[config.mk]
export PLATFORM = sky130hd
export DESIGN_NAME = tcpcmd_top
export DESIGN_NICKNAME = d
export VERILOG_FILES = /design/src/common/tcpcmd_pkg.sv /design/src/logic/tcpcmd_decode.sv /design/src/logic/tcpcmd_top.sv
export SDC_FILE = /design/constraint.sdc
export NUM_CORES = 1
export LEC_CHECK = 0
export BUFFER_PORTS_ARGS = -buffer_cell sky130_fd_sc_hd__clkbuf_2
export CORE_UTILIZATION = 45
export CTS_CLUSTER_SIZE = 20
export DETAILED_ROUTE_END_ITERATION = 10
export GPL_ROUTABILITY_DRIVEN = 0
export GPL_TIMING_DRIVEN = 0
export PLACE_DENSITY = 0.87
export RECOVER_POWER = 25
export SETUP_SLACK_MARGIN = 0.02
export SLEW_MARGIN = 20
export SYNTH_ARGS = -nofsm -noshare
export SYNTH_HDL_FRONTEND = slang
export SYNTH_HIERARCHICAL = 1
export SYNTH_SLANG_ARGS = --single-unit
[constraint.sdc]
create_clock -name clk -period 2.14 [get_ports clk]
set_input_delay 0.321 -clock clk [delete_from_list [all_inputs] [get_ports clk]]
set_output_delay 0.321 -clock clk [all_outputs]
set_load 0.05 [all_outputs]
[src/common/tcpcmd_pkg.sv]
// Purpose: Constants for the port command interpreter and safe-zero status
// Assumes: Byte-wide register port, one access per cycle
// Notes  : Functional notes below
//
// Functional notes
// - Safe-zero flag follows comparator below 0.8V while detection is enabled
// - Alert-extension writes change nothing
// - Timer and fast-swap bits always read zero
// - Command register cleared after acting
// - 0x22 disables detection unless sourcing, 0x33 enables it
// - 0x66 stops sourcing, detection unchanged
// - 0x77 sources default, enables detection
// - 0x77 returns non-default output to default
// - 0x88 drives non-default target when sourcing
// - 0x99 restarts connection unless roles differ
// - 0xaa arms receive-detect clear after GoodCRC
// - 0xdd resets transmit pointer, invalidates buffer
// - 0xee resets receive read pointer to one
// - 0xee leaves receive contents untouched
// - 0x11, 0x44, 0x45 accepted without action
// - Disable-detect while sourcing flags interface error
// - Command register reads zero, no error
package tcpcmd_pkg;
  localparam logic [7:0] TCPCMD_ADDR_STATUS_EXT = 8'h20;
  localparam logic [7:0] TCPCMD_ADDR_ALERT_EXT  = 8'h21;
  localparam logic [7:0] TCPCMD_ADDR_COMMAND    = 8'h23;
  localparam logic [7:0] TCPCMD_RESET_VALUE     = 8'h00;
  localparam logic [7:0] TCPCMD_BUF_START       = 8'h01;

  localparam logic [7:0] TCPCMD_DIS_DETECT  = 8'h22;
  localparam logic [7:0] TCPCMD_EN_DETECT   = 8'h33;
  localparam logic [7:0] TCPCMD_DIS_SOURCE  = 8'h66;
  localparam logic [7:0] TCPCMD_SRC_DEFAULT = 8'h77;
  localparam logic [7:0] TCPCMD_SRC_NONDEF  = 8'h88;
  localparam logic [7:0] TCPCMD_RESTART_CON = 8'h99;
  localparam logic [7:0] TCPCMD_RX_ONE_MORE = 8'haa;
  localparam logic [7:0] TCPCMD_RESET_TX    = 8'hdd;
  localparam logic [7:0] TCPCMD_RESET_RX    = 8'hee;
  localparam logic [7:0] TCPCMD_WAKE        = 8'h11;
  localparam logic [7:0] TCPCMD_DIS_SINK    = 8'h44;
  localparam logic [7:0] TCPCMD_SINK        = 8'h45;

  typedef enum logic [2:0] {
    TCPCMD_OUT_OFF     = 3'h1,
    TCPCMD_OUT_DEFAULT = 3'h2,
    TCPCMD_OUT_NONDEF  = 3'h4
  } tcpcmd_out_t;
endpackage : tcpcmd_pkg

[src/logic/tcpcmd_decode.sv]
// Purpose: Classify a command byte into action strobes
// Assumes: Combinational, used inside the interpreter
// Notes  : Unlisted codes raise no strobe
`timescale 1ns/10ps
module tcpcmd_decode (
  input  wire logic [7:0] code,
  output logic            dis_det,
  output logic            en_det,
  output logic            dis_src,
  output logic            src_def,
  output logic            src_nd,
  output logic            restart,
  output logic            rx_one,
  output logic            rst_tx,
  output logic            rst_rx
);
  import tcpcmd_pkg::*;

  always_comb
  begin
    dis_det = (code == TCPCMD_DIS_DETECT);
    en_det  = (code == TCPCMD_EN_DETECT);
    dis_src = (code == TCPCMD_DIS_SOURCE);
    src_def = (code == TCPCMD_SRC_DEFAULT);
    src_nd  = (code == TCPCMD_SRC_NONDEF);
    restart = (code == TCPCMD_RESTART_CON);
    rx_one  = (code == TCPCMD_RX_ONE_MORE);
    rst_tx  = (code == TCPCMD_RESET_TX);
    rst_rx  = (code == TCPCMD_RESET_RX);
  end
endmodule : tcpcmd_decode

[src/logic/tcpcmd_top.sv]
// Purpose: Port command interpreter with safe-zero status
// Assumes: Register writes/reads are single-cycle strobes with address
// Notes  : Command acted on the cycle after the write
`timescale 1ns/10ps
module tcpcmd_top (
  input  wire logic       clk,
  input  wire logic       reset,
  input  wire logic       reg_wr,
  input  wire logic       reg_rd,
  input  wire logic [7:0] reg_addr,
  input  wire logic [7:0] reg_wdata,
  input  wire logic       below_safe_zero,
  input  wire logic       cc_line_one_role,
  input  wire logic       cc_line_two_role,
  input  wire logic       goodcrc_sent,
  output logic [7:0]      reg_rdata,
  output logic            vbus_safe_zero_flag,
  output logic            vbus_detection_enable,
  output logic            source_enable,
  output logic            source_nondefault,
  output logic            restart_connection,
  output logic            rx_one_more_armed,
  output logic            receive_detect_clear,
  output logic            tx_pointer_reset,
  output logic            tx_buffer_invalidate,
  output logic            rx_pointer_reset,
  output logic            interface_error
);
  import tcpcmd_pkg::*;

  // ----------------------------------------------------------------
  // Command holding register
  // ----------------------------------------------------------------
  logic [7:0]  port_command;
  logic        cmd_pending;
  tcpcmd_out_t out_state;
  logic d_dis_det, d_en_det, d_dis_src, d_src_def, d_src_nd;
  logic d_restart, d_rx_one, d_rst_tx, d_rst_rx;
  logic wr_cmd;

  assign wr_cmd = reg_wr && (reg_addr == TCPCMD_ADDR_COMMAND);

  tcpcmd_decode u_decode (
    .code    (port_command),
    .dis_det (d_dis_det),
    .en_det  (d_en_det),
    .dis_src (d_dis_src),
    .src_def (d_src_def),
    .src_nd  (d_src_nd),
    .restart (d_restart),
    .rx_one  (d_rx_one),
    .rst_tx  (d_rst_tx),
    .rst_rx  (d_rst_rx)
  );

  always_ff @(posedge clk)
  begin
    if (reset)
    begin
      port_command <= TCPCMD_RESET_VALUE;
      cmd_pending  <= 1'b0;
    end
    else if (wr_cmd)
    begin
      port_command <= reg_wdata;
      cmd_pending  <= 1'b1;
    end
    else
    begin
      port_command <= TCPCMD_RESET_VALUE;
      cmd_pending  <= 1'b0;
    end
  end

  // ----------------------------------------------------------------
  // Detection enable
  // ----------------------------------------------------------------
  always_ff @(posedge clk)
  begin
    if (reset)
      vbus_detection_enable <= 1'b0;
    else if (cmd_pending && (d_en_det || d_src_def))
      vbus_detection_enable <= 1'b1;
    else if (cmd_pending && d_dis_det && out_state == TCPCMD_OUT_OFF)
      vbus_detection_enable <= 1'b0;
  end

  // ----------------------------------------------------------------
  // Output path state
  // ----------------------------------------------------------------
  always_ff @(posedge clk)
  begin
    if (reset)
      out_state <= TCPCMD_OUT_OFF;
    else if (cmd_pending)
    begin
      unique case (out_state)
        TCPCMD_OUT_OFF:
          if (d_src_def)
            out_state <= TCPCMD_OUT_DEFAULT;
        TCPCMD_OUT_DEFAULT:
          if (d_dis_src)
            out_state <= TCPCMD_OUT_OFF;
          else if (d_src_nd)
            out_state <= TCPCMD_OUT_NONDEF;
        TCPCMD_OUT_NONDEF:
          if (d_dis_src)
            out_state <= TCPCMD_OUT_OFF;
          else if (d_src_def)
            out_state <= TCPCMD_OUT_DEFAULT;
        default:
          out_state <= TCPCMD_OUT_OFF;
      endcase
    end
  end

  always_ff @(posedge clk)
  begin
    if (reset)
    begin
      source_enable     <= 1'b0;
      source_nondefault <= 1'b0;
    end
    else
    begin
      source_enable     <= (out_state != TCPCMD_OUT_OFF);
      source_nondefault <= (out_state == TCPCMD_OUT_NONDEF);
    end
  end

  // ----------------------------------------------------------------
  // Safe-zero status
  // ----------------------------------------------------------------
  always_ff @(posedge clk)
  begin
    if (reset)
      vbus_safe_zero_flag <= 1'b0;
    else
      vbus_safe_zero_flag <= vbus_detection_enable && below_safe_zero;
  end

  // ----------------------------------------------------------------
  // Connection and buffer strobes
  // ----------------------------------------------------------------
  always_ff @(posedge clk)
  begin
    if (reset)
    begin
      restart_connection   <= 1'b0;
      tx_pointer_reset     <= 1'b0;
      tx_buffer_invalidate <= 1'b0;
      rx_pointer_reset     <= 1'b0;
    end
    else
    begin
      restart_connection   <= cmd_pending && d_restart && (cc_line_one_role == cc_line_two_role);
      tx_pointer_reset     <= cmd_pending && d_rst_tx;
      tx_buffer_invalidate <= cmd_pending && d_rst_tx;
      rx_pointer_reset     <= cmd_pending && d_rst_rx;
    end
  end

  // Armed until the next GoodCRC goes out; a new arm wins over the clear
  always_ff @(posedge clk)
  begin
    if (reset)
    begin
      rx_one_more_armed    <= 1'b0;
      receive_detect_clear <= 1'b0;
    end
    else
    begin
      receive_detect_clear <= rx_one_more_armed && goodcrc_sent;
      if (cmd_pending && d_rx_one)
        rx_one_more_armed <= 1'b1;
      else if (goodcrc_sent)
        rx_one_more_armed <= 1'b0;
    end
  end

  // ----------------------------------------------------------------
  // Interface error
  // ----------------------------------------------------------------
  always_ff @(posedge clk)
  begin
    if (reset)
      interface_error <= 1'b0;
    else
      interface_error <= cmd_pending && d_dis_det && (out_state != TCPCMD_OUT_OFF);
  end

  // ----------------------------------------------------------------
  // Read data
  // ----------------------------------------------------------------
  always_ff @(posedge clk)
  begin
    if (reset)
      reg_rdata <= TCPCMD_RESET_VALUE;
    else if (reg_rd && reg_addr == TCPCMD_ADDR_STATUS_EXT)
      reg_rdata <= {7'h00, vbus_safe_zero_flag};
    else
      reg_rdata <= TCPCMD_RESET_VALUE;
  end
endmodule : tcpcmd_top

# [Yosys cells after proc, flatten, opt, wreduce, memory -nomap -nowiden]
# Cells that the tools add are included.
[word_totals] output_inout_bits=19 regBits=30 elab_cells=63
[classes] reduce_logical=19 n_eq_ne=17 n_mux=10 bitwise_logic=2
[op_table] op="== test 8 bit, second input constant" n=5
[op_table] op="== test 8 x 6 -> 1 bit, second input constant" n=4
[op_table] op="== test 8 x 7 -> 1 bit, second input constant" n=2
[op_table] op="logical AND 1 bit" n=13
[op_table] op="two-way mux 3 bit" n=4
[op_table] op="one-hot mux 3 bit (3 select lines)" n=1
[op_table] op="two-way mux 1 bit" n=5
[op_table] op="nonzero test 2 bit" n=2
[op_table] op="OR reduction 2 bit" n=2
[op_table] op="== test 3 x 1 -> 1 bit, second input constant" n=1
[op_table] op="== test 3 x 2 -> 1 bit, second input constant" n=1
[op_table] op="== test 3 bit, second input constant" n=1
[op_table] op="inequality test 3 x 1 -> 1 bit, second input constant" n=1
[op_table] op="inequality test 3 bit, second input constant" n=1
[op_table] op="inverter 1 bit" n=2
[op_table] op="AND reduction 2 bit" n=1
[op_table] op="== test 1 bit" n=1
[op_table] op="logical OR 1 bit" n=1

# [Longest topological paths before layout]
# Gate-level depths: netlist of run 1.
[logic_depth] ltp_word=5 mapped_depth=5

# [By module]
# The synthesis of run 1 kept the hierarchy.
[modules_own_cells] mod="tcpcmd_top" area_each_um2=857.1 seq_area_each_um2=460.4 cells_per_inst=86 instances=1
[modules_own_cells] mod="tcpcmd_decode" area_each_um2=110.1 seq_area_each_um2=0.0 cells_per_inst=17 instances=1

# [Worst setup path after synthesis of run 1]
# OpenSTA, ideal clock, no wires.
[synth_path] path_kind="flip-flop to flip-flop" startpoint="register port_command[1]" endpoint="register out_state[2]" stages_incl_launch_ff=6 synth_period_minus_slack_ns=1.648 required_ns=2.083 arrival_time_ns=1.591 n_path_buf=0 setup_ns=0.057 setup_slack_ns=0.492 cell_sequence="dfxtp_1 -> or4_1 -> nor2_1 -> or4bb_1 -> o32ai_1 -> a21o_1"
[synth_via] elab_cells_between_ends=9 cone_classes="eq/ne: 4; mux: 4; reduce/logical: 1"
[synth_rtl] element="start, declared" line_no="tcpcmd_top.sv:34" rtl="logic [7:0] port_command;"
[synth_rtl] element="start signal, assigned" line_no="tcpcmd_top.sv:65" rtl="port_command <= reg_wdata;"
[synth_rtl] element="== test 8 bit" line_no="tcpcmd_decode.sv:25" rtl="src_nd = (code == TCPCMD_SRC_NONDEF);"
[synth_rtl] element="net d_src_nd" line_no="tcpcmd_top.sv:37" rtl="logic d_dis_det, d_en_det, d_dis_src, d_src_def, d_src_nd;"
[synth_rtl] element="inequality test 3 bit (no source line)"
[synth_rtl] element="AND reduction 2 bit (no source line)"
[synth_rtl] element="end signal, assigned" line_no="tcpcmd_top.sv:94" rtl="out_state <= TCPCMD_OUT_OFF;"
[synth_rtl] element="end signal, assigned" line_no="tcpcmd_top.sv:100" rtl="out_state <= TCPCMD_OUT_DEFAULT;"
[synth_rtl] element="end signal, assigned" line_no="tcpcmd_top.sv:103" rtl="out_state <= TCPCMD_OUT_OFF;"
[synth_rtl] element="end, declared" line_no="tcpcmd_top.sv:36" rtl="tcpcmd_out_t out_state;"
# The timed path passes the listed nets, and every way through them passes these cells.
# A chain may end at the register's enable or synchronous reset.

# [Final worst setup path of run 1]
# Ends and elaborated chain as after synthesis.

==> results of run 1 <==
synthesized netlist by cell type (2+ instances only):
cell       count  area share, %
nor2_1         7            2.7
inv_1          2           0.78
nand2_1        7            2.7
nand4bb_1      2            2.3
and2_1        10            6.5
nor4_1         6            3.9
buf_4          8            6.2
dfxtp_1       23             48
a21oi_1        6            3.1
o21ai_0        2            1.0
and3_1         5            3.2
nor2_2         2            1.3
nand4_1        2            1.3
cell type report:
| class | instances | area (um2) | area share, % |
|---|---|---|---|
| inverter | 2 | 7.51 | 0.617 |
| timing repair buffer | 35 | 174 | 14.3 |
| tap | 27 | 33.8 | 2.77 |
| multi-input combinational | 75 | 452 | 37.1 |
| buffer | 9 | 63.8 | 5.24 |
| sequential | 23 | 460 | 37.8 |
| clock buffer | 4 | 26.3 | 2.16 |
path summary, 6_finish.rpt:
| path | start | to | slack [ns] | cells after the start |
|---|---|---|---|---|
| max reg2reg | port_command[1] | out_state[2] | 0.34 | 5 |
| min reg2reg | rx_one_more_armed | receive_detect_clear | 0.46 | 2 |
| min | reg_addr[1] | reg_rdata[0] | 0.20 | 2 |
| max | port_command[1] | out_state[2] | 0.34 | 5 |
metal layers:
layer  global-route usage [%]  up-vias  share of wire [%]
li1                         -      446                  -
met1                     19.0      378                 41
met2                     28.4       53                 50
met3                     2.20        0                8.8
met4                     8.82        0                  0
met5                        0        -                  0
placed cells by master, fill, tap and decap left out, drive strengths merged, types with 3 or more instances in the layout:
cell type and instances:
a21oi 6, and2 10, and3 5, buf 8, clkbuf 40, conb 7, dfxtp 23, nand2 7
nor2 9, nor4 6, o21ai 3
through the flow:
step	hold slack, ns	area (um2)	setup WS, ns	power [mW]
floorplan	0.396	990	0.492	0.482
global placement	0.434	1200	0.393	0.503
detailed placement	0.442	1200	0.373	0.504
CTS	0.189	1220	0.338	0.685
global route	0.192	1220	0.189	0.711
finish	0.195	1220	0.341	0.679
logic make-up after synthesis:
kind of cell,share of synthesized area (%)
xor+xnor,0.906
other cells,0.388
buf+inv,7.37
flops,47.6
simple gates,35.7
compound gates,8.02
critical path, cell delays in order (launching register included):
cell and delay, ns:
dfxtp_1 0.36, or4_1 0.53, nor2_1 0.15, or4bb_1 0.49
o32ai_1 0.12, a21o_1 0.11
registers in the layout, summed over array words and instances, names as in the netlist:
register               cells
port_command               8
out_state                  3
cmd_pending                1
interface_error            1
receive_detect_clear       1
reg_rdata                  1
restart_connection         1
rx_one_more_armed          1
rx_pointer_reset           1
source_enable              1
source_nondefault          1
tx_buffer_invalidate       1
vbus_detection_enable      1
vbus_safe_zero_flag        1
report_power, final:
group / switching (mW) / internal (mW) / total [mW]
registers: 0.000166 / 0.428 / 0.428
logic: 0.0389 / 0.0267 / 0.0656
clock network: 0.113 / 0.0725 / 0.186
total: 0.152 / 0.527 / 0.679
==> run metrics, run 1 <==
Setup CP Type=reg2reg; clock-pin slew on the worst setup and hold paths=around 0.11 ns; CP Data Arrival Time=roughly 2.1 ns; pin count of the biggest net entering global routing=13; core area=just under 2000 um2; MaxCap Viol Count=0; Detail Route Antenna Nets=0; DRT Pass-1 Iters=4; layout cells sized above 1=around a third; fmax=between 0.5 and 0.6 GHz; hold_buf cts=0; routed vias/inst=roughly 5.0; die area=between 2000 and 2500 um2; Leak=0.567 nW; CTS sink count=23; Hold Path Class=in2reg; Finished Layout Cells=roughly 180; FILL cells=between 150 and 200; CTS tree=built; Peak VDD IR=approximately 0.39 mV; nets@finish=roughly 170; Die W=48.4 um; number of global-route vias before repair=744; syn_area_per_cell=9.39 um2; Final period util=between 80 and 90%; clock root cell=clkbuf_4; H-tree Lvls=1; Yosys cell types=34; die extent in y=between 40 and 50 um; post-layout util=~61%; sequential area share after synthesis=47.6%; Final setup violation count=0; cell row count=16; Slew headroom=just over 60%; PortBufs=35; initial drt markers=10; Critical Path Sink Type=flip-flop; ys async rst share=0%; CTS resizes=0; Top Ports=43; WP data required=approximately 2.4 ns; vias=approximately 880; RSZ-0062 raised after global routing=false; crit start category=flip-flop; Max FO, Critical Path=5; Cell Count Post-Placement=171; Post CTS Setup Buffer Count=0; CTS max path bufs=2; all-layer global routing usage=16.2%; ANT cells=0; initial antenna violation count=0; CTS buffer count=3; cells after synthesis=103; post-DP HPWL=about 1400 um; first-pass GRT wire length=roughly 3000 um; Syn. warnings=6; final clock skew=slightly above 0.0007 ns; Fin. Hold Viols=0; final wirelength=between 1500 and 2000 um; grt ovf=0; Tmin final=between 1.5 and 2 ns; drc violations=0; netlist area before placement=967 um2; status=completed; P&R area growth vs syn=25.9%; Routed WL per cell=slightly below 10 um; post-route setup TNS=0 ns; Synth Register Bits=23; Starting Density=around half; Worst-Margin Slew=between 0.5 and 0.6 ns; Skew-Pair Late Insertion Delay=0.29 ns; pwr dens=between 500 and 600 nW/um2; Max Slew Vio Count=0; Main synth FF type=dfxtp_1; number of flops mapped to enable cells by yosys=0
Power figures use the tool's default switching activity.
==> inputs of run 2 (changes only) <==
==> constraint.sdc (replaced) <==
create_clock -name clk -period 1.69 [get_ports clk]
set_input_delay 0.2535 -clock clk [delete_from_list [all_inputs] [get_ports clk]]
set_output_delay 0.2535 -clock clk [all_outputs]
set_load 0.05 [all_outputs]
==> run 2 against run 1 <==
Effect of this change: first-iteration DRC count grew 90%; final area increased by 4.2%; count of clock-buffer cells in the layout unchanged; non-clock buffer count rose by 1; flip-flop and latch count is the same; critical path type unchanged; clock power is 27% higher; clock skew is 0.0025 ns higher; worst hold slack worse by 0.071 ns; highest routed layer is now met4; maximum frequency grew 7.0%; via count rose by 0.46%.
==> run metrics, run 2 (synthesized netlist as in run 1, its figures left out) <==
clock share of power=27.4% (was 27.3%); Reg-to-Reg Start=port_command[1] (unchanged); RSZ-0062 raised after global routing=true (was false); RR Endpoint=out_state[2] (unchanged); Top Ports=43 (unchanged); Hold Path Class=in2reg (unchanged); worst hold endpoint=reg_rdata[0] (unchanged); final wirelength=1770 um (was 1700 um); number of global-route vias before repair=751 (was 744); most frequent cells in the layout=clkbuf_2, dfxtp_1, and2_1, buf_4 (unchanged); die extent in y=48.4 um (unchanged); pin count of the biggest net entering global routing=13 (unchanged); CP Data Arrival Time=1.93 ns (was 2.05 ns); dpl cell area=1200 um2 (unchanged); first-pass GRT wire length=3000 um (was 2990 um); switching share of power=22.6% (was 22.4%); Leak=0.580 nW (was 0.567 nW); Final setup violation count=0 (unchanged); P_sw=0.195 mW (was 0.152 mW); layout cells sized above 1=38.9% (was 33.1%); Max FO, Critical Path=3 (was 5); DRT Pass-1 Iters=4 (unchanged); MaxCap Viol Count=0 (unchanged); Fin. Hold Viols=0 (unchanged); Die W=48.4 um (unchanged); Critical Path Sink Type=flip-flop (unchanged); CTS sink count=23 (unchanged); drc violations=0 (unchanged); Finished Layout Cells=176 (was 175); overall power=0.863 mW (was 0.679 mW); Final period util=99.4% (was 84.1%); Worst-Margin Slew=0.578 ns (was 0.585 ns); Starting Density=48.8% (unchanged); H-tree Lvls=1 (unchanged); Reg with most FFs=port_command (unchanged); combinational share of power=9.8% (was 9.7%); cell area after layout=1270 um2 (was 1220 um2); P&R area growth vs syn=31.2% (was 25.9%); setup ws final=0.00939 ns (was 0.341 ns); cell row count=16 (unchanged); vias=881 (was 877); clock-pin slew on the worst setup and hold paths=0.11 ns (about the same); status=completed (unchanged); Peak VDD IR=0.516 mV (was 0.388 mV); post-layout util=64.0% (was 61.4%); crit start category=flip-flop (unchanged); Hold Crit Depth=2 (unchanged); post-DP HPWL=1410 um (unchanged); Worst R2R Setup Slack=0.009 ns (was 0.34 ns); routed vias/inst=5.01 (about the same); fmax=0.595 GHz (was 0.556 GHz); Reg2Reg Depth=5 (unchanged); CTS buffer count=3 (unchanged); largest registers=port_command: 8 flops, out_state: 3 flops (unchanged); all-layer global routing usage=16.3% (was 16.2%); Detail Route Antenna Nets=0 (unchanged); nets@finish=174 (was 173); initial antenna violation count=0 (unchanged); grt ovf=0 (unchanged); Tmin final=1.68 ns (was 1.80 ns); Routed WL per cell=10.0 um (was 9.73 um); Skew-Pair Late Insertion Delay=0.30 ns (was 0.29 ns); Setup CP Type=reg2reg (unchanged); Flop pwr share=62.8% (was 63.0%); CTS max path bufs=2 (unchanged); final clock skew=0.00316 ns (was 0.000707 ns); commonest non-fill, non-tap cell in the layout=clkbuf_2 (unchanged); WP data required=1.94 ns (was 2.39 ns); die area=2340 um2 (unchanged); cell internal pwr=0.668 mW (was 0.527 mW); Slew headroom=61.1% (was 60.6%); post-route setup TNS=0 ns (unchanged); clock root cell=clkbuf_4 (unchanged); CTS tree=built (unchanged); worst slack, placed=-0.0769 ns (was 0.373 ns); HP Start=reg_addr[1] (unchanged); Max Slew Vio Count=0 (unchanged); core area=1980 um2 (unchanged); PortBufs=35 (unchanged); Min Hold Slack=0.124 ns (was 0.195 ns); max reg flops=8 (unchanged); pwr dens=680 nW/um2 (was 558 nW/um2); ANT cells=0 (unchanged); Cell Count Post-Placement=171 (unchanged); initial drt markers=19 (was 10)
[run 2: changes by cell type in the layout (fill, tap and decap cells not counted), sizes merged]
cell | previous run | this run
buf | 8 | 9
[run 2: how the worst max path moves through the flow]
stage / slack (ns) / to / cells past startpoint / from
final: 0.009 / out_state[2] / 5 / port_command[1]
after CTS: 0.01 / out_state[2] / 5 / port_command[1]
after global placement: -0.06 / out_state[2] / 5 / port_command[1]
after global routing: -0.07 / out_state[2] / 5 / port_command[1]
after floorplan: 0.04 / out_state[2] / 5 / port_command[1]
after detailed placement: -0.08 / out_state[2] / 5 / port_command[1]
[run 2: critical path, stage by stage (launching register included)]
cell     delay (ns)
dfxtp_2        0.34
or4_4          0.54
nor2_4         0.13
or4bb_1        0.42
o32ai_2        0.10
a21o_1         0.10
[run 2: power groups by stage]
stage / sequential (mW) / combinational (mW) / clock, mW
floorplan: 0.555 / 0.0552 / 0
global placement: 0.554 / 0.0822 / 0
detailed placement: 0.555 / 0.0839 / 0
CTS: 0.542 / 0.0845 / 0.240
global route: 0.543 / 0.0904 / 0.269
finish: 0.542 / 0.0847 / 0.236
[run 2: area by class of cell]
type / instances / area [um2]
tap: 27 / 33.8
multi-input combinational: 75 / 492
fill: 171 / 713
timing repair buffer: 36 / 183
buffer: 9 / 63.8
inverter: 2 / 7.51
sequential: 23 / 463
clock buffer: 4 / 26.3
[run 2: what timing repair did]
| action | 4_1_cts | 5_1_grt |
|---|---|---|
| setup endpoints to repair | 2 | 3 |
| pin swaps | 2 | 0 |
| gates resized for setup | 6 | 2 |
| hold buffers | 0 | 0 |
| endpoints found under the hold margin | 0 | 0 |
| buffers inserted | 1 | 0 |
[run 2: layer usage]
metal	wire, um	global-route usage (%)	vias up
met5	0	0	-
met4	13	9.31	0
met3	155	3.14	4
met2	878	28.9	47
met1	717	18.0	386
li1	-	-	444
==> inputs of run 3 (changes only) <==
--- a/config.mk
+++ b/config.mk
@@ -13,6 +13,7 @@
 export GPL_TIMING_DRIVEN = 0
 export PLACE_DENSITY = 0.87
 export RECOVER_POWER = 25
+export REMOVE_ABC_BUFFERS = 1
 export SETUP_SLACK_MARGIN = 0.02
 export SLEW_MARGIN = 20
 export SYNTH_ARGS = -nofsm -noshare
==> run 3 against run 2 <==
Effect of this change: sequential power about the same; global-route usage about the same; maximum frequency decreased by 0.50%; register-to-register slack about the same; die area unchanged; total power decreased by 0.34%; sequential share of layout area increased by 2.4 points; critical path depth unchanged; flip-flop and latch count unchanged; clock skew decreased by 0.00096 ns; wire length increased by 0.11%; critical path type unchanged; largest power group unchanged.
==> run metrics, run 3 (synthesized netlist as in run 1, its figures left out) <==
commonest non-fill, non-tap cell in the layout=clkbuf_2 (unchanged); most frequent cells in the layout=clkbuf_2, dfxtp_1, and2_1, nand2_1, conb_1 (was clkbuf_2, dfxtp_1, and2_1, buf_4); fmax=0.592 GHz (was 0.595 GHz); nets@finish=165 (was 174); Setup CP Type=reg2reg (unchanged); Reg with most FFs=port_command (unchanged); clock-pin slew on the worst setup and hold paths=0.12 ns (was 0.11 ns); ANT cells=0 (unchanged); hold_buf cts=0 (unchanged); initial drt markers=3 (was 19); worst slack, placed=-0.0774 ns (was -0.0769 ns); Top Ports=43 (unchanged); Reg-to-Reg Start=port_command[0] (was port_command[1]); overall power=0.860 mW (was 0.863 mW); vias=822 (was 881); clock root cell=clkbuf_4 (unchanged); die extent in y=48.4 um (unchanged); CTS sink count=23 (unchanged); status=completed (unchanged); Leak=0.532 nW (was 0.580 nW); Final period util=99.9% (was 99.4%); DRT Pass-1 Iters=3 (was 4); pin count of the biggest net entering global routing=13 (unchanged); Final setup violation count=0 (unchanged); RR Endpoint=out_state[2] (unchanged); P&R area growth vs syn=23.0% (was 31.2%); Peak VDD IR=0.626 mV (was 0.516 mV); Cell Count Post-Placement=162 (was 171); FILL cells=166 (was 171); die area=2340 um2 (unchanged); largest registers=port_command: 8 flops, out_state: 3 flops (unchanged); cell row count=16 (unchanged); HP Start=reg_addr[0] (was reg_addr[1]); WP buf/inv=0 (unchanged); Fin. Hold Viols=0 (unchanged); number of global-route vias before repair=685 (was 751); Crit path depth=5 (unchanged); Hold Crit Depth=2 (unchanged); Routed WL per cell=10.6 um (was 10.0 um); H-tree Lvls=1 (unchanged); delay of the slowest critical-path stage=0.52 ns (was 0.54 ns); setup ws final=0.000995 ns (was 0.00939 ns); final clock skew=0.00220 ns (was 0.00316 ns); Slew headroom=60.0% (was 61.1%); dpl cell area=1130 um2 (was 1200 um2); Hold Path Class=in2reg (unchanged); Skew-Pair Late Insertion Delay=0.31 ns (was 0.30 ns); routed vias/inst=4.92 (was 5.01); CP Data Arrival Time=1.95 ns (was 1.93 ns); cell family with most CP delay=simple AND/OR/NAND/NOR gates (unchanged); all-layer global routing usage=16.2% (was 16.3%); Reg2Reg Depth=5 (unchanged); worst hold endpoint=reg_rdata[0] (unchanged); Max FO, Critical Path=4 (was 3); PortBufs=35 (unchanged); max reg flops=8 (unchanged); CTS max path bufs=2 (unchanged); Max Slew Vio Count=0 (unchanged); cell area after layout=1190 um2 (was 1270 um2); worst-path cell chain=or4_4 -> nor2_4 -> or4bb_1 -> o32ai_2 -> a21o_1 (unchanged); CTS buffer count=3 (unchanged); post-DP HPWL=1380 um (was 1410 um); drc violations=0 (unchanged); Min Hold Slack=0.0996 ns (was 0.124 ns); Worst R2R Setup Slack=0.001 ns (was 0.009 ns); grt ovf=0 (unchanged); Critical Path Sink Type=flip-flop (unchanged); Worst setup startpoint=port_command[0] (was port_command[1]); Tmin final=1.69 ns (was 1.68 ns); Worst-Margin Slew=0.594 ns (was 0.578 ns); Finished Layout Cells=167 (was 176); core area=1980 um2 (unchanged); MaxCap Viol Count=0 (unchanged); WP data required=1.95 ns (was 1.94 ns); first-pass GRT wire length=2810 um (was 3000 um); Detail Route Antenna Nets=0 (unchanged); Die W=48.4 um (unchanged); pwr dens=723 nW/um2 (was 680 nW/um2); final wirelength=1770 um (about the same); crit start category=flip-flop (unchanged); slowest CP cell=or4_4 (unchanged); Starting Density=48.8% (unchanged); CTS tree=built (unchanged); initial antenna violation count=0 (unchanged); layout cells sized above 1=35.0% (was 38.9%); RSZ-0062 raised after global routing=true (unchanged)
[run 3: cell count changes in the layout (fill, tap and decap cells not counted)]
cell      delta
nor4b_1      +1
clkbuf_1     -1
buf_4        -8
nor4b_2      -1
nor4_4       -1
nor4_2       +1
[run 3: metrics by stage]
stage / utilization (%) / setup TNS, ns
after global routing: 60.0 / -0.139
after detailed placement: 57.3 / -0.0774
after CTS: 59.8 / 0
final: 60.0 / 0
after global placement: 57.3 / -0.0406
after floorplan: - / 0
[run 3: what timing repair did]
action	in CTS	in global routing
buffers inserted	1	0
pin swaps	2	2
endpoints found under the setup margin	2	3
gates resized for setup	4	3
[run 3: worst max-delay path by stage]
| stage | endpoint |
|---|---|
| 2_1_floorplan | out_state[2] |
| 3_3_place_gp | out_state[2] |
| 3_5_place_dp | out_state[2] |
| 4_1_cts | out_state[2] |
| 5_1_grt | out_state[2] |
| 6_report | out_state[2] |
[run 3: layer usage]
layer  vias to the layer above  global-route usage [%]  wire (um)
met5                         -                       0          0
met4                         0                    11.8         53
met1                       361                    16.4        730
li1                        426                       -          -
met3                         4                    4.40        106
met2                        31                    28.6        878
[run 3: cell type report]
cell class	count	area, um2	area share, %
inverters	2	7.51	0.631
clock buffers	4	26.3	2.21
repair buffers	36	183	15.4
multi-input cells	75	477	40.1
well taps	27	33.8	2.84
flip-flops and latches	23	463	38.9
[run 3: power by group]
| group | total [mW] | internal, mW | leakage (nW) | switching [mW] |
|---|---|---|---|---|
| clock network | 0.248 | 0.0923 | 0.0150 | 0.156 |
| registers | 0.542 | 0.542 | 0.186 | 0.000217 |
| logic | 0.0700 | 0.0226 | 0.331 | 0.0474 |
| total | 0.860 | 0.657 | 0.532 | 0.203 |
